--- src/design/serial_ctrl_regs.svh ---
// Register offsets, field positions, reset values and prescale counts
// for the serial control block.
// Assumes an 8-bit register port with byte-wide data.
`ifndef SERIAL_CTRL_REGS_SVH
`define SERIAL_CTRL_REGS_SVH

// Register offsets on the plain register port
`define OFS_MODE          8'h00
`define OFS_CONTROL       8'h01
`define OFS_STATUS        8'h02
`define OFS_TX_DATA       8'h03
`define OFS_RX_DATA       8'h04
`define OFS_IRQ_STATUS    8'h05
`define OFS_IRQ_MASK      8'h06

// Mode register fields
`define MODE_SYNC_BIT     7
`define MODE_MPF_BIT      2
`define MODE_PRE_HI_BIT   1
`define MODE_PRE_LO_BIT   0

// Control register fields
`define CTL_TIE_BIT       7
`define CTL_RIE_BIT       6
`define CTL_TXON_BIT      5
`define CTL_RXON_BIT      4
`define CTL_MPW_BIT       3
`define CTL_TX_DONE_IRQ_EN_BIT      2

// Status register fields
`define ST_TXE_BIT        7
`define ST_RXF_BIT        6
`define ST_OVR_BIT        5
`define ST_FER_BIT        4
`define ST_PER_BIT        3
`define ST_TEND_BIT       2
`define ST_MPB_BIT        1

// Interrupt status and mask fields
`define IRQ_TXE_BIT       0
`define IRQ_TEND_BIT      1
`define IRQ_RXF_BIT       2
`define IRQ_ERR_BIT       3

// Reset values
`define MODE_RESET        8'h00
`define CONTROL_RESET     8'h00
`define IRQ_MASK_RESET    4'h0

// Last count of the prescale counter per divide ratio
`define PRE_LAST_DIV1     6'h00
`define PRE_LAST_DIV4     6'h03
`define PRE_LAST_DIV16    6'h0F
`define PRE_LAST_DIV64    6'h3F

`endif

--- src/design/serial_ctrl_pkg.sv ---
// Types shared by the serial control block and its prescaler.
// Assumes the offsets and fields come from serial_ctrl_regs.svh.
package serial_ctrl_pkg;

    typedef logic [7:0] byte_t;

    // Prescaler source selection
    typedef enum logic [1:0] {
        PRE_DIV1  = 2'b00,
        PRE_DIV4  = 2'b01,
        PRE_DIV16 = 2'b10,
        PRE_DIV64 = 2'b11
    } prescale_e;

endpackage : serial_ctrl_pkg

--- src/design/serial_control_enables.sv ---
// Control, status and interrupt logic of a serial interface.
// Assumes framing and shift logic outside, which takes transmit bytes,
// reports transmit end and hands over received frames as pulses.
`timescale 1ns/1ns
`default_nettype none
`include "serial_ctrl_regs.svh"

// Functional notes
// Prescale field 00/01/10/11 feeds generator phi, phi/4, phi/16, phi/64.
// Transmit-empty request only while transmit interrupt enable is one.
// Receive interrupt enable gates both receive-full and receive-error requests.
// Transmission happens only while the transmit enable bit is one.
// Reception happens only while the receive enable bit is one.
// Wake enable acts only in asynchronous mode with multiprocessor format.
// While waking, frames with multiprocessor bit zero are dropped silently.
// Frame with multiprocessor bit one clears wake enable, normal reception.
// Transmit-end request only while transmit end interrupt enable is one.
// Software never sets status flags; writing zero clears them.
// Software keeps wake and transmit-end enables zero in smart card mode.
// Each request is flag AND enable; enables reset to zero.
module serial_control_enables (
    input  wire logic        clk,
    input  wire logic        rst,
    input  wire logic [7:0]  reg_addr,
    input  wire logic [7:0]  reg_wdata,
    input  wire logic        reg_wr,
    input  wire logic        reg_rd,
    output logic      [7:0]  reg_rdata,
    input  wire logic        tx_take,
    input  wire logic        tx_end_pulse,
    input  wire logic        rx_valid,
    input  wire logic [7:0]  rx_byte,
    input  wire logic        rx_mpb,
    input  wire logic        rx_parity_bad,
    input  wire logic        rx_stop_bad,
    output logic             baud_tick,
    output logic      [1:0]  prescale_n,
    output logic             tx_on,
    output logic             rx_on,
    output logic             tx_valid,
    output logic      [7:0]  tx_byte,
    output logic             tx_empty_irq,
    output logic             rx_full_irq,
    output logic             rx_error_irq,
    output logic             tx_done_irq,
    output logic             irq
);

    serial_ctrl_pkg::byte_t mode_reg;
    serial_ctrl_pkg::byte_t control_reg;
    serial_ctrl_pkg::byte_t tx_data_reg;
    serial_ctrl_pkg::byte_t rx_data_reg;
    logic                   tx_empty_flag;
    logic                   rx_full_flag;
    logic                   overrun_flag;
    logic                   framing_err_flag;
    logic                   parity_err_flag;
    logic                   tx_end_flag;
    logic                   mpb_seen_reg;
    logic [3:0]             irq_status_reg;
    logic [3:0]             irq_mask_reg;
    logic [3:0]             irq_event;
    logic                   tx_empty_irq_en;
    logic                   rx_irq_en;
    logic                   mp_wake_en;
    logic                   tx_done_irq_en;
    logic                   multiproc_format;
    logic                   async_mode;
    logic                   wake_active;
    logic                   rx_accept;
    logic                   rx_skip;
    logic                   rx_land;
    logic                   rx_overrun;
    logic                   tx_fire;
    logic                   wr_mode;
    logic                   wr_ctl;
    logic                   wr_status;
    logic                   wr_txd;
    logic                   wr_irq_st;
    logic                   wr_irq_mask;
    logic                   txe_clear;
    logic                   rxf_clear;
    logic                   ovr_clear;
    logic                   fer_clear;
    logic                   per_clear;

    // Write decode for one register offset
    function automatic logic hit(input logic [7:0] addr,
                                 input logic [7:0] ofs,
                                 input logic       strobe);
        hit = strobe && (addr == ofs);
    endfunction : hit

    // A flag clears only when written as zero
    function automatic logic zero_clear(input logic sel,
                                        input logic wbit);
        zero_clear = sel && !wbit;
    endfunction : zero_clear

    // Register decode
    assign wr_mode     = hit(reg_addr, `OFS_MODE, reg_wr);
    assign wr_ctl      = hit(reg_addr, `OFS_CONTROL, reg_wr);
    assign wr_status   = hit(reg_addr, `OFS_STATUS, reg_wr);
    assign wr_txd      = hit(reg_addr, `OFS_TX_DATA, reg_wr);
    assign wr_irq_st   = hit(reg_addr, `OFS_IRQ_STATUS, reg_wr);
    assign wr_irq_mask = hit(reg_addr, `OFS_IRQ_MASK, reg_wr);

    // Control fields
    assign tx_empty_irq_en  = control_reg[`CTL_TIE_BIT];
    assign rx_irq_en        = control_reg[`CTL_RIE_BIT];
    assign tx_on            = control_reg[`CTL_TXON_BIT];
    assign rx_on            = control_reg[`CTL_RXON_BIT];
    assign mp_wake_en       = control_reg[`CTL_MPW_BIT];
    assign tx_done_irq_en   = control_reg[`CTL_TX_DONE_IRQ_EN_BIT];
    assign multiproc_format = mode_reg[`MODE_MPF_BIT];
    assign async_mode       = !mode_reg[`MODE_SYNC_BIT];

    // Prescale select drives n directly
    assign prescale_n = {mode_reg[`MODE_PRE_HI_BIT],
                         mode_reg[`MODE_PRE_LO_BIT]};

    // Prescaler runs only while a direction is on
    baud_prescaler #(
        .CNT_W (6)
    ) u_prescaler (
        .clk  (clk),
        .rst  (rst),
        .run  (tx_on || rx_on),
        .sel  (serial_ctrl_pkg::prescale_e'(prescale_n)),
        .tick (baud_tick)
    );

    // Mode register
    always_ff @(posedge clk) begin
        if (rst) begin
            mode_reg <= `MODE_RESET;
        end else if (wr_mode) begin
            mode_reg <= reg_wdata;
        end
    end

    // Wake filter is live only in async multiprocessor format
    assign wake_active = mp_wake_en && async_mode
                         && multiproc_format;

    // Receive qualification
    assign rx_accept  = rx_valid && rx_on;
    assign rx_skip    = rx_accept && wake_active && !rx_mpb;
    assign rx_land    = rx_accept && !rx_skip;
    assign rx_overrun = rx_land && rx_full_flag && !rxf_clear;

    // Control register; hardware clears wake enable on a wake frame
    always_ff @(posedge clk) begin
        if (rst) begin
            control_reg <= `CONTROL_RESET;
        end else begin
            if (wr_ctl) begin
                control_reg <= reg_wdata;
            end
            if (rx_accept && wake_active && rx_mpb) begin
                control_reg[`CTL_MPW_BIT] <= 1'b0;
            end
        end
    end

    // Zero-write clears of status flags
    assign txe_clear = zero_clear(wr_status, reg_wdata[`ST_TXE_BIT]);
    assign rxf_clear = zero_clear(wr_status, reg_wdata[`ST_RXF_BIT]);
    assign ovr_clear = zero_clear(wr_status, reg_wdata[`ST_OVR_BIT]);
    assign fer_clear = zero_clear(wr_status, reg_wdata[`ST_FER_BIT]);
    assign per_clear = zero_clear(wr_status, reg_wdata[`ST_PER_BIT]);

    // Transmit byte goes out only while transmit is on
    assign tx_valid = tx_on && !tx_empty_flag;
    assign tx_fire  = tx_take && tx_valid;
    assign tx_byte  = tx_data_reg;

    // Transmit data holding register
    always_ff @(posedge clk) begin
        if (rst) begin
            tx_data_reg <= 8'h00;
        end else if (wr_txd) begin
            tx_data_reg <= reg_wdata;
        end
    end

    // Transmit empty: set by a take, cleared by a zero write
    always_ff @(posedge clk) begin
        if (rst) begin
            tx_empty_flag <= 1'b1;
        end else if (tx_fire) begin
            tx_empty_flag <= 1'b1;
        end else if (txe_clear) begin
            tx_empty_flag <= 1'b0;
        end
    end

    // Transmit end: set by the shifter, cleared with transmit empty
    always_ff @(posedge clk) begin
        if (rst) begin
            tx_end_flag <= 1'b1;
        end else if (tx_end_pulse && tx_on) begin
            tx_end_flag <= 1'b1;
        end else if (txe_clear) begin
            tx_end_flag <= 1'b0;
        end
    end

    // Receive data and multiprocessor bit captured on a landing frame that does not overrun
    always_ff @(posedge clk) begin
        if (rst) begin
            rx_data_reg  <= 8'h00;
            mpb_seen_reg <= 1'b0;
        end else if (rx_land && !rx_overrun) begin
            rx_data_reg  <= rx_byte;
            mpb_seen_reg <= rx_mpb;
        end
    end

    // Receive full; skipped frames never set it
    always_ff @(posedge clk) begin
        if (rst) begin
            rx_full_flag <= 1'b0;
        end else if (rx_land) begin
            rx_full_flag <= 1'b1;
        end else if (rxf_clear) begin
            rx_full_flag <= 1'b0;
        end
    end

    // Overrun when a frame lands on unread data
    always_ff @(posedge clk) begin
        if (rst) begin
            overrun_flag <= 1'b0;
        end else if (rx_overrun) begin
            overrun_flag <= 1'b1;
        end else if (ovr_clear) begin
            overrun_flag <= 1'b0;
        end
    end

    // Framing error of a landing frame
    always_ff @(posedge clk) begin
        if (rst) begin
            framing_err_flag <= 1'b0;
        end else if (rx_land && rx_stop_bad) begin
            framing_err_flag <= 1'b1;
        end else if (fer_clear) begin
            framing_err_flag <= 1'b0;
        end
    end

    // Parity error of a landing frame
    always_ff @(posedge clk) begin
        if (rst) begin
            parity_err_flag <= 1'b0;
        end else if (rx_land && rx_parity_bad) begin
            parity_err_flag <= 1'b1;
        end else if (per_clear) begin
            parity_err_flag <= 1'b0;
        end
    end

    // Gated interrupt requests to the interrupt controller
    assign tx_empty_irq = tx_empty_flag && tx_empty_irq_en;
    assign rx_full_irq  = rx_full_flag && rx_irq_en;
    assign rx_error_irq = (overrun_flag || framing_err_flag
                           || parity_err_flag) && rx_irq_en;
    assign tx_done_irq  = tx_end_flag && tx_done_irq_en;

    // Rising edges of the gated requests become sticky events
    logic [3:0] req_now;
    logic [3:0] req_prev_reg;

    assign req_now[`IRQ_TXE_BIT]  = tx_empty_irq;
    assign req_now[`IRQ_TEND_BIT] = tx_done_irq;
    assign req_now[`IRQ_RXF_BIT]  = rx_full_irq;
    assign req_now[`IRQ_ERR_BIT]  = rx_error_irq;
    assign irq_event              = req_now & ~req_prev_reg;

    // Previous request levels
    always_ff @(posedge clk) begin
        if (rst) begin
            req_prev_reg <= 4'h0;
        end else begin
            req_prev_reg <= req_now;
        end
    end

    // Sticky status, write one to clear, new event wins
    always_ff @(posedge clk) begin
        if (rst) begin
            irq_status_reg <= 4'h0;
        end else if (wr_irq_st) begin
            irq_status_reg <= (irq_status_reg & ~reg_wdata[3:0])
                              | irq_event;
        end else begin
            irq_status_reg <= irq_status_reg | irq_event;
        end
    end

    // Interrupt mask
    always_ff @(posedge clk) begin
        if (rst) begin
            irq_mask_reg <= `IRQ_MASK_RESET;
        end else if (wr_irq_mask) begin
            irq_mask_reg <= reg_wdata[3:0];
        end
    end

    // One level interrupt line
    assign irq = |(irq_status_reg & irq_mask_reg);

    // Read data one cycle after the read strobe; unmapped reads zero.
    // Idle cycles return zero so a stale read never lingers on the bus.
    // Status bit 0 always reads zero.
    always_ff @(posedge clk) begin
        if (rst) begin
            reg_rdata <= 8'h00;
        end else if (reg_rd) begin
            case (reg_addr)
                `OFS_MODE:       reg_rdata <= mode_reg;
                `OFS_CONTROL:    reg_rdata <= control_reg;
                `OFS_STATUS:     reg_rdata <= {tx_empty_flag,
                                               rx_full_flag,
                                               overrun_flag,
                                               framing_err_flag,
                                               parity_err_flag,
                                               tx_end_flag,
                                               mpb_seen_reg,
                                               1'b0};
                `OFS_TX_DATA:    reg_rdata <= tx_data_reg;
                `OFS_RX_DATA:    reg_rdata <= rx_data_reg;
                `OFS_IRQ_STATUS: reg_rdata <= {4'h0, irq_status_reg};
                `OFS_IRQ_MASK:   reg_rdata <= {4'h0, irq_mask_reg};
                default:         reg_rdata <= 8'h00;
            endcase
        end else begin
            reg_rdata <= 8'h00;
        end
    end

endmodule : serial_control_enables
`default_nettype wire

--- src/design/baud_prescaler.sv ---
// Prescaler that feeds the baud rate generator from the block clock.
// Assumes the select field is stable while a transfer runs.
`timescale 1ns/1ns
`default_nettype none
`include "serial_ctrl_regs.svh"

module baud_prescaler #(
    parameter int CNT_W = 6
) (
    input  wire logic                      clk,
    input  wire logic                      rst,
    input  wire logic                      run,
    input  wire serial_ctrl_pkg::prescale_e sel,
    output logic                           tick
);

    logic [CNT_W-1:0] cnt_reg;
    logic [CNT_W-1:0] last;

    // Terminal count for the chosen ratio
    always_comb begin
        case (sel)
            serial_ctrl_pkg::PRE_DIV1:  last = `PRE_LAST_DIV1;
            serial_ctrl_pkg::PRE_DIV4:  last = `PRE_LAST_DIV4;
            serial_ctrl_pkg::PRE_DIV16: last = `PRE_LAST_DIV16;
            serial_ctrl_pkg::PRE_DIV64: last = `PRE_LAST_DIV64;
            default:                    last = `PRE_LAST_DIV1;
        endcase
    end

    // Counter restarts whenever the block is idle
    always_ff @(posedge clk) begin
        if (rst || !run) begin
            cnt_reg <= '0;
            tick    <= 1'b0;
        end else if (cnt_reg >= last) begin
            cnt_reg <= '0;
            tick    <= 1'b1;
        end else begin
            cnt_reg <= cnt_reg + 1'b1;
            tick    <= 1'b0;
        end
    end

endmodule : baud_prescaler
`default_nettype wire

--- config.mk ---
export PLATFORM = sky130hd
export DESIGN_NAME = serial_control_enables
export DESIGN_NICKNAME = d
export VERILOG_FILES = /design/src/design/serial_ctrl_pkg.sv /design/src/design/serial_control_enables.sv /design/src/design/baud_prescaler.sv
export VERILOG_INCLUDE_DIRS = /design/src /design/src/design
export SDC_FILE = /design/constraint.sdc
export NUM_CORES = 1
export LEC_CHECK = 0
export ABC_AREA = 0
export BUFFER_PORTS_ARGS = -buffer_cell sky130_fd_sc_hd__buf_2
export CAP_MARGIN = 20
export CORE_UTILIZATION = 44
export DETAILED_ROUTE_END_ITERATION = 16
export GPL_ROUTABILITY_DRIVEN = 0
export PLACE_DENSITY = 0.62
export SYNTH_ARGS = -nofsm -noshare
export SYNTH_HDL_FRONTEND = slang
export SYNTH_SLANG_ARGS = --single-unit
--- constraint.sdc ---
create_clock -name clk -period 3.9 [get_ports clk]
set_input_delay 0.195 -clock clk [delete_from_list [all_inputs] [get_ports clk]]
set_output_delay 0.195 -clock clk [all_outputs]
set_load 0.05 [all_outputs]
==> impl_metrics.py, run 1 <==
metrics = {
    "synthesis": {
        "ys_seq_area_frac": 0.4353,
        "synth.area.top_cells": "dfxtp_1 (44%), mux2i_1 (12%), nor2_1 (5.7%), mux4_2 (4.5%), a21oi_1 (3.3%)",
        "synth_edf_count": 0,
        "synth_ff_type": "dfxtp_1",
        "synth.avg_cell_area_um2": 9.636,
        "yosys.cell_types.count": 49,
        "yosys_register_bits": 66,
        "synth_nets": 356,
        "synth.most_common_cell": "dfxtp_1",
        "yosysWarningCount": 0,
        "synthTopCellsByCount": "dfxtp_1 (66), nor2_1 (46), mux2i_1 (35)",
        "syn_area_mm2": 0.003035,
        "netlist.area_leader.share": 0.4353,
        "synth_cells": 315,
        "ys_async_sr_fraction": 0,
        "synth_top_area_cell": "dfxtp_1",
    },
    "worst_setup_path": {
        "cp.required_ns": 4.18,
        "critPathMaxFanout": 6,
        "cp-start-kind": "register",
        "path_cells": "or2_2, ha_1, nand2b_1, a211oi_1, o21ai_1, nor2_1",
        "crit_path_max_incr_delay_ns": 0.35,
        "end_kind": "register",
        "arrival_ns": 2.09,
        "crit_type": "reg -> reg",
        "crit_path_top_delay_cell": "dfxtp_1",
    },
    "sta": {
        "tns_ns": 0,
        "slew_headroom": 0.4260,
        "hold_viol": 0,
        "skew_ns": 0.008094,
        "fmax_mhz": 553.2,
        "slew_violations": 0,
        "finalCritPeriodShare": 0.4635,
        "finalCriticalPeriod_ns": 1.808,
        "max_slew.worst_pin.slew_ns": 0.8545,
        "rsz0062_at_grt": "no",
        "setup_viol": 0,
    },
    "floorplanning": {
        "coreArea_mm2": 0.006495,
        "io_pins": 61,
        "die_w_um": 85.06,
        "fp.dieH_um": 85.06,
        "rows": 29,
        "floorplan.initialDensity": 0.4673,
        "die_area_mm2": 0.007235,
    },
    "route": {
        "detail-route-antenna-nets": 0,
        "dr.pass1.iters": 4,
        "wirelength_um": 7462,
        "num_vias": 2509,
        "wl_per_cell_um": 16.44,
        "dr.first_iter.drc_count": 155,
        "viasPerCell": 5.526,
        "route.detailed.drc": 0,
    },
    "cells_and_area": {
        "areaGrowthSynthToFinish_pct": 18.10,
        "fin_area_mm2": 0.003585,
        "fin_nets": 413,
        "finalNonFillerCells": 454,
        "final_util": 0.5519,
        "num_antenna_cells": 0,
        "drive_gt1_frac": 0.2520,
    },
    "hold_path": {
        "hp-class": "in -> reg",
    },
    "run": {
        "drv_cap": 0,
    },
    "pwr": {
        "leakagePower_nw": 1.379,
        "irDropWorstVdd_mv": 0.1837,
        "power_density_mw_per_mm2": 370.4,
    },
    "global_routing": {
        "grt_pass1_vias": 2242,
        "grt_pass1_wl_um": 11950,
        "grt_max_degree": 40,
        "antenna_found_initial": 0,
        "overflow": 0,
        "globalRouteTotalUtil": 0.2166,
    },
    "outcome": {
        "outcome": "finished clean",
    },
    "clock_tree": {
        "clock_sink_count": 66,
        "hold_buffers": 0,
        "post_cts_buffers": 0,
        "cts_tree": "done",
        "cts_buffer_depth": 2,
        "h-tree-depth": 3,
        "cts_made_buffers": 9,
        "clk_latency_ns": 0.34,
        "cts.repair.resized": 0,
        "cts.reportedPaths.clkPinSlew_ns": 0.07,
        "cts-root-buf": "clkbuf_8",
    },
    "place": {
        "numPlacedInstances": 437,
        "postPlaceCellArea_mm2": 0.003373,
        "place.port_buffers": 60,
        "place_hpwl_um": 5304,
    },
}
-- power by group --
group,internal [mW],switching (mW)
sequential,0.674,0.000423
combinational,0.0238,0.0442
clock,0.327,0.259
total,1.02,0.303
-- stage by stage --
stage	power [mW]	worst slack [ns]	hold slack (ns)
6_report	1.328	2.093	0.08071
4_1_cts	1.339	2.014	0.06410
3_3_place_gp	0.7571	1.754	0.4263
5_1_grt	1.377	1.873	0.06637
3_5_place_dp	0.7572	1.724	0.4316
2_1_floorplan	0.7256	2.081	0.3310
-- cells by family (layout without fill, tap and decap cells) --
logic type                 Yosys count  count (layout)  synth area share
adders and majority gates            7               7           0.02885
AOI/OAI and AO/OA                   65              65            0.1439
and+or+nand+nor                    104             104            0.1805
muxes                               41              41            0.1599
DFF                                 66              66            0.4353
buffers and inverters               28              90           0.03998
xor gates and xnor gates             4               4           0.01154
-- layout make-up --
type | instances | area, µm²
Inverter | 11 | 41.29
Tap cell | 77 | 96.34
Clock inverter | 5 | 52.55
Fill cell | 620 | 2910
Clock buffer | 11 | 151.4
Sequential cell | 66 | 1321
Multi-Input combinational cell | 221 | 1599
Timing Repair Buffer | 63 | 322.8
-- per-layer routing --
metal,GRT usage,vias to the layer above,wire length (µm)
met3,0.06031,4,411
met4,0.06163,0,44
li1,-,1243,-
met5,0,-,0
met2,0.3233,76,3360
met1,0.3059,1186,3646
-- layout by cell type (no fill, tap or decap), types with 2 or more instances in the layout --
cell type / count
mux2i_1: 35
nor4_4: 2
nor4_1: 2
inv_1: 11
nand2b_1: 7
dfxtp_1: 66
a21oi_1: 20
buf_2: 60
nand4b_1: 2
buf_4: 2
nor3_1: 2
or2_2: 3
o2bb2ai_1: 4
and2_1: 3
nor2_1: 46
o21ai_0: 16
clkinv_2: 3
nand2_1: 10
xor2_1: 2
xnor2_1: 2
nand3_1: 13
a22oi_1: 6
clkbuf_8: 11
mux4_2: 6
o2111ai_1: 2
a211oi_1: 3
nor2b_1: 7
nor3_2: 2
ha_1: 7
-- worst max-delay path, delay by kind of cell (launching register included) --
| kind | cells | cell delay, ns |
|---|---|---|
| simple gates | 3 | 0.60 |
| fa+ha+maj | 1 | 0.27 |
| compound gates | 2 | 0.53 |
| flops | 1 | 0.35 |
-- path summary, 6_finish.rpt --
path | startpoint | end | slack, ns | cells after the start
max | mode_reg[0] | u_prescaler.cnt_reg[2] | 2.09 | 6
min | tx_end_pulse | tx_end_flag | 0.08 | 2
max reg2reg | mode_reg[0] | u_prescaler.cnt_reg[2] | 2.09 | 6
min reg2reg | u_prescaler.cnt_reg[0] | u_prescaler.cnt_reg[0] | 0.47 | 1
(Power assumes the default switching activity.)
==> run 2: changes to the inputs <==
Clock period 3.9 ns to 1.75 ns, I/O delays scaled along.
==> run 2 against run 1 <==
  * Total power increased by 140%
  * Combinational power increased to 2.7 times the previous value
  * Cell count increased by 5.9%
  * Worst hold slack got worse by 0.075 ns
  * Register-to-register slack got worse by 2.0 ns
  * First-iteration DRC count decreased by 23%
  * Sequential share of layout area decreased by 2.7 points
  * Non-clock buffer count increased by 27
  * Utilization increased by 4.4 points
  * Via count increased by 4.2%
  * Clock power increased by 150%
  * Design area increased by 8.0%
  * Critical endpoint is now rx_error_irq
  * Highest routed layer unchanged
==> impl_metrics.py, run 2 (synthesized netlist as in run 1, its figures left out) <==
metrics = {
    "global_routing": {
        "grt_pass1_wl_um": 12600,
        "antenna_found_initial": 0,
        "globalRouteTotalUtil": 0.2284,
        "grt_max_degree": 31,
        "overflow": 0,
        "grt_pass1_vias": 2501,
    },
    "worst_setup_path": {
        "critPathBufInv": 2,
        "crit_path_max_incr_delay_ns": 0.55,
        "critPathMaxFanout": 3,
        "ff2ff_setup_slack_ns": 0.14,
        "reg2reg_to": "u_prescaler.cnt_reg[5]",
        "arrival_ns": 1.54,
        "cp-start-kind": "register",
        "crit_type": "reg -> out",
        "reg2reg_from": "mode_reg[0]",
        "path_cells": "o31ai_1, inv_1, buf_2",
        "cpLargestDelayFamily": "compound AO/OA/AOI/OAI gates",
        "crit_path_top_delay_cell": "o31ai_1",
        "end_kind": "primary output",
        "cp.required_ns": 1.66,
        "reg2reg_depth": 6,
    },
    "pwr": {
        "power_density_mw_per_mm2": 811.6,
        "irDropWorstVdd_mv": 0.6653,
        "leakagePower_nw": 1.525,
        "total_power_mw": 3.143,
    },
    "sta": {
        "setup_viol": 0,
        "finalCritPeriodShare": 0.9279,
        "finalCriticalPeriod_ns": 1.624,
        "rsz0062_at_grt": "no",
        "max_slew.worst_pin.slew_ns": 0.5990,
        "skew_ns": 0.01060,
        "slew_violations": 0,
        "fmax_mhz": 615.9,
        "slew_headroom": 0.5973,
        "hold_viol": 0,
    },
    "route": {
        "dr.first_iter.drc_count": 119,
        "dr.pass1.iters": 4,
        "viasPerCell": 5.435,
        "num_vias": 2614,
        "detail-route-antenna-nets": 0,
        "route.detailed.drc": 0,
        "wirelength_um": 7613,
        "wl_per_cell_um": 15.83,
    },
    "cells_and_area": {
        "fin_area_mm2": 0.003872,
        "layout_commonest_cell": "dfxtp_1",
        "finalNonFillerCells": 481,
        "num_antenna_cells": 0,
        "drive_gt1_frac": 0.2871,
        "fin_nets": 440,
        "areaGrowthSynthToFinish_pct": 27.58,
        "final_cell_mix": "dfxtp_1 (66), buf_2 (60), nor2_1 (46), mux2i_1 (35), a21oi_1 (20)",
        "num-fill-cells": 607,
    },
    "outcome": {
        "outcome": "finished clean",
    },
    "clock_tree": {
        "clk_latency_ns": 0.35,
        "cts.reportedPaths.clkPinSlew_ns": 0.07,
        "cts_tree": "done",
        "post_cts_buffers": 0,
        "cts-root-buf": "clkbuf_8",
        "h-tree-depth": 3,
        "cts_buffer_depth": 2,
        "cts_made_buffers": 9,
        "clock_sink_count": 66,
    },
    "floorplanning": {
        "die_area_mm2": 0.007235,
        "io_pins": 61,
        "rows": 29,
        "floorplan.initialDensity": 0.4673,
        "die_w_um": 85.06,
        "coreArea_mm2": 0.006495,
        "fp.dieH_um": 85.06,
    },
    "place": {
        "postPlaceCellArea_mm2": 0.003541,
        "place.port_buffers": 60,
        "place_hpwl_um": 5468,
        "numPlacedInstances": 456,
    },
    "hold_path": {
        "min_from": "rx_byte[7]",
        "hold_depth": 3,
        "hold-path-endpoint": "rx_data_reg[7]",
        "hp-class": "in -> reg",
    },
    "run": {
        "drv_cap": 0,
    },
}
==> run 2: cell count changes in the layout (fill, tap and decap cells not counted), sizes merged <==
cell         change
bufinv           +1
dlygate4sd3      +9
buf             +19
clkbuf           -2
==> run 2: timing repair <==
item / in CTS / in global routing
pin swaps: 0 / 1
hold buffers: 9 / 0
endpoints found under the hold margin: 9 / 0
gates resized for setup: 2 / 1
endpoints found under the setup margin: 6 / 5
gates cloned: 0 / 0
==> run 2: layout make-up <==
cell class	count	area, µm²	area share
multi-input combinational	221	1613	0.4165
sequential	66	1321	0.3412
timing repair buffer	90	573.1	0.1480
clock buffer	10	137.6	0.03554
tap	77	96.34	0.02488
clock inverter	6	90.09	0.02326
inverter	11	41.29	0.01066
==> run 2: tightest hold or removal path, delay by kind of cell <==
kind / cells / cell delay [ns]
buf+inv: 1 / 0.10
simple gates: 1 / 0.06
compound gates: 1 / 0.06
==> run 2: metrics by stage <==
| step | hold WS [ns] | util | setup slack (ns) | setup TNS, ns |
|---|---|---|---|---|
| global route | 0.006709 | 0.5962 | 0.02103 | 0 |
| CTS | 0.002226 | 0.5955 | 0.08689 | 0 |
| global placement | 0.3191 | 0.5452 | -0.04435 | -0.1570 |
| floorplan | 0.2235 | - | 0.03804 | 0 |
| finish | 0.006176 | 0.5962 | 0.1263 | 0 |
| detailed placement | 0.3224 | 0.5452 | -0.07691 | -0.5423 |
==> run 2: how the worst max path moves through the flow <==
stage / depth (start not counted) / to / startpoint / slack [ns]
after global placement: 5 / irq_status_reg[1] / reg_addr[6] / -0.04
final: 3 / rx_error_irq / parity_err_flag / 0.13
after floorplan: 5 / control_reg[3] / reg_addr[6] / 0.04
after CTS: 6 / u_prescaler.cnt_reg[5] / mode_reg[0] / 0.09
after detailed placement: 5 / irq_status_reg[0] / reg_addr[6] / -0.08
after global routing: 6 / u_prescaler.cnt_reg[0] / mode_reg[0] / 0.02
==> run 2: where the power goes <==
group / total (mW) / internal [mW] / switching [mW] / leakage (nW)
clock: 1.46 / 0.843 / 0.615 / 0.112
sequential: 1.50 / 1.50 / 0.000851 / 0.531
combinational: 0.183 / 0.0791 / 0.104 / 0.881
==> run 2: layer usage <==
| metal | track usage | vias to the layer above | share of wire |
|---|---|---|---|
| met3 | 0.03502 | 15 | 0.043 |
| li1 | - | 1302 | - |
| met5 | 0 | - | 0 |
| met4 | 0.09707 | 0 | 0.019 |
| met2 | 0.3541 | 69 | 0.44 |
| met1 | 0.3172 | 1228 | 0.50 |
==> run 3: changes to the inputs <==
Settings changed: ABC_AREA 0 to 1, MAX_ROUTING_LAYER set to met4.
==> run 3 against run 2 <==
  * Worst hold slack better by 0.022 ns
  * Design area is 5.0% lower
  * Non-clock buffer count down 17
  * Sequential cell count stayed put
  * Total power down 1.1%
  * Global-route usage increased by 2.3 points
  * Die area is essentially flat
  * Maximum frequency up 2.9%
  * Setup slack better by 0.046 ns
  * Count of clock-buffer cells in the layout unchanged
==> impl_metrics.py, run 3 <==
metrics = {
    "cells_and_area": {
        "drive_gt1_frac": 0.2188,
        "num-fill-cells": 653,
        "fin_area_mm2": 0.003680,
        "layout_commonest_cell": "nand2_1",
        "final_util": 0.5666,
        "final_cell_mix": "nand2_1 (75), dfxtp_1 (66), buf_2 (60), a21oi_1 (54), nor2_1 (51)",
        "areaGrowthSynthToFinish_pct": 21.33,
        "num_antenna_cells": 0,
        "fin_nets": 525,
    },
    "clock_tree": {
        "cts_buffer_depth": 2,
        "cts.reportedPaths.clkPinSlew_ns": 0.07,
        "cts_made_buffers": 9,
        "cts_tree": "done",
        "clock_sink_count": 66,
        "cts-root-buf": "clkbuf_8",
        "clk_latency_ns": 0.35,
        "h-tree-depth": 3,
    },
    "floorplanning": {
        "coreArea_mm2": 0.006495,
        "floorplan.initialDensity": 0.4670,
        "fp.dieH_um": 85.03,
        "die_area_mm2": 0.007229,
        "io_pins": 61,
        "rows": 29,
        "die_w_um": 85.03,
    },
    "run": {
        "drv_cap": 0,
    },
    "worst_setup_path": {
        "crit_path_top_delay_cell": "dfxtp_1",
        "reg2reg_from": "mode_reg[1]",
        "cp-start-kind": "register",
        "reg2reg_depth": 9,
        "arrival_ns": 1.86,
        "path_cells": "inv_1, ha_1, nand2_1, inv_1, o21ai_0, nand2_1, nor2_2, nand2_2, nor2_1",
        "end_kind": "register",
        "crit_type": "reg -> reg",
        "cpLargestDelayFamily": "simple AND/OR/NAND/NOR gates",
        "cp.required_ns": 2.03,
        "ff2ff_setup_slack_ns": 0.17,
        "reg2reg_to": "u_prescaler.cnt_reg[2]",
        "crit_path_max_incr_delay_ns": 0.41,
        "critPathBufInv": 2,
        "critPathMaxFanout": 6,
    },
    "synthesis": {
        "synth_xor_area_frac": 0.01155,
        "synth_top_family_by_area": "simple AND/OR/NAND/NOR gates",
        "synth_top_area_cell": "dfxtp_1",
        "synth.avg_cell_area_um2": 7.326,
        "synth-simple-area-share": 0.2896,
        "netlist.area_leader.share": 0.4356,
        "yosysWarningCount": 0,
        "synthTopCellsByCount": "nand2_1 (76), dfxtp_1 (66), a21oi_1 (54)",
        "synth.area.top_cells": "dfxtp_1 (44%), nand2_1 (9.4%), a21oi_1 (8.9%), nor2_1 (6.4%), o21ai_0 (6.3%)",
        "ys_seq_area_frac": 0.4356,
        "synth_mux_area_frac": 0,
        "yosys_register_bits": 66,
        "synth_ff_type": "dfxtp_1",
        "ys_async_sr_fraction": 0,
        "synthAdderAreaFrac": 0.02888,
        "syn_area_mm2": 0.003033,
        "synth_nets": 455,
        "synth.most_common_cell": "nand2_1",
        "synth_compound_area_frac": 0.1564,
        "synth_edf_count": 0,
        "yosys.cell_types.count": 27,
        "synth_cells": 414,
    },
    "sta": {
        "setup_ws_ns": 0.1726,
        "worst_hold_slack_ns": 0.02858,
        "fmax_mhz": 634.0,
        "slew_violations": 0,
        "slew_headroom": 0.6127,
        "hold_viol": 0,
        "max_slew.worst_pin.slew_ns": 0.5803,
        "skew_ns": 0.007987,
        "setup_viol": 0,
        "finalCriticalPeriod_ns": 1.577,
        "finalCritPeriodShare": 0.9013,
    },
    "route": {
        "dr.pass1.iters": 4,
        "dr.first_iter.drc_count": 212,
        "viasPerCell": 5.163,
        "num_vias": 2922,
        "wl_per_cell_um": 14.32,
        "route.detailed.drc": 0,
        "wirelength_um": 8103,
        "detail-route-antenna-nets": 0,
    },
    "global_routing": {
        "overflow": 0,
        "grt_pass1_vias": 2629,
        "use_met3": 0.06518,
        "grt_pass1_wl_um": 13360,
        "grt_use_met2": 0.3600,
        "globalRouteTotalUtil": 0.2514,
        "antenna_found_initial": 0,
        "use_met1": 0.3396,
        "grt_busiest_layer": "met2",
        "grt_max_degree": 21,
    },
    "hold_path": {
        "hp-class": "in -> reg",
        "hold-path-endpoint": "parity_err_flag",
        "min_from": "rx_parity_bad",
        "hold_depth": 3,
    },
    "pwr": {
        "power.share.clock": 0.467,
        "p_seq_frac": 0.484,
        "combPwrFrac": 0.050,
        "internal_power_mw": 2.404,
        "power_density_mw_per_mm2": 845.0,
        "switching_share": 0.2268,
        "irDropWorstVdd_mv": 0.3802,
        "switchingPower_uw": 705.4,
        "leakagePower_nw": 1.704,
    },
    "place": {
        "postPlaceCellArea_mm2": 0.003407,
        "place.port_buffers": 60,
        "place_hpwl_um": 6064,
        "post-place-ws_ns": 0.1265,
    },
    "outcome": {
        "outcome": "finished clean",
    },
}
-- run 3: final cells by class --
class,count,area (µm²),area share
clock buffer,10,137.6,0.03740
sequential,66,1321,0.3591
timing repair buffer,73,407.9,0.1108
tap,77,96.34,0.02618
multi-input combinational,295,1480,0.4022
clock inverter,6,90.09,0.02448
inverter,39,146.4,0.03978
-- run 3: routing by layer --
| layer | vias to the layer above | part of all wire |
|---|---|---|
| li1 | 1491 | - |
| met1 | 1292 | 0.48 |
| met2 | 121 | 0.43 |
| met3 | 18 | 0.075 |
| met4 | 0 | 0.022 |
| met5 | - | 0 |
-- run 3: through the flow --
| stage | instances | setup TNS (ns) | total power [mW] |
|---|---|---|---|
| after detailed placement | 546 | 0 | 1.685 |
| after floorplan | 414 | 0 | 1.608 |
| after global placement | 546 | 0 | 1.687 |
| final | 566 | 0 | 3.110 |
| after global routing | 566 | -0.005832 | 3.222 |
| after CTS | 566 | 0 | 3.133 |
-- run 3: logic make-up after synthesis --
group	count (synthesis)
simple gates	190
xor+xnor	4
buf+inv	53
compound gates	94
fa+ha+maj	7
flops	66
-- run 3: worst max-delay path by stage --
| stage | start | to | cells past startpoint |
|---|---|---|---|
| global route | mode_reg[1] | u_prescaler.cnt_reg[4] | 9 |
| global placement | mode_reg[0] | u_prescaler.cnt_reg[5] | 8 |
| finish | mode_reg[1] | u_prescaler.cnt_reg[2] | 9 |
| CTS | mode_reg[1] | u_prescaler.cnt_reg[2] | 9 |
| detailed placement | mode_reg[1] | u_prescaler.cnt_reg[2] | 9 |
| floorplan | control_reg[5] | tx_empty_flag | 4 |
-- run 3: repair_timing --
action | in CTS | in global routing
setup endpoints to repair | 0 | 6
buffers inserted | 0 | 0
endpoints found under the hold margin | 4 | 0
hold buffers | 4 | 0
gates resized for setup | 0 | 2
-- run 3: worst min-delay path: stages --
cell and delay (ns):
buf_2 0.09, nand2_1 0.08, a21oi_1 0.07
-- run 3: power by group through the flow --
| stage | clock [mW] | combinational [mW] | sequential (mW) |
|---|---|---|---|
| floorplan | 0 | 0.0668 | 1.54 |
| global placement | 0 | 0.147 | 1.54 |
| detailed placement | 0 | 0.146 | 1.54 |
| CTS | 1.48 | 0.153 | 1.50 |
| global route | 1.55 | 0.170 | 1.50 |
| finish | 1.45 | 0.154 | 1.50 |
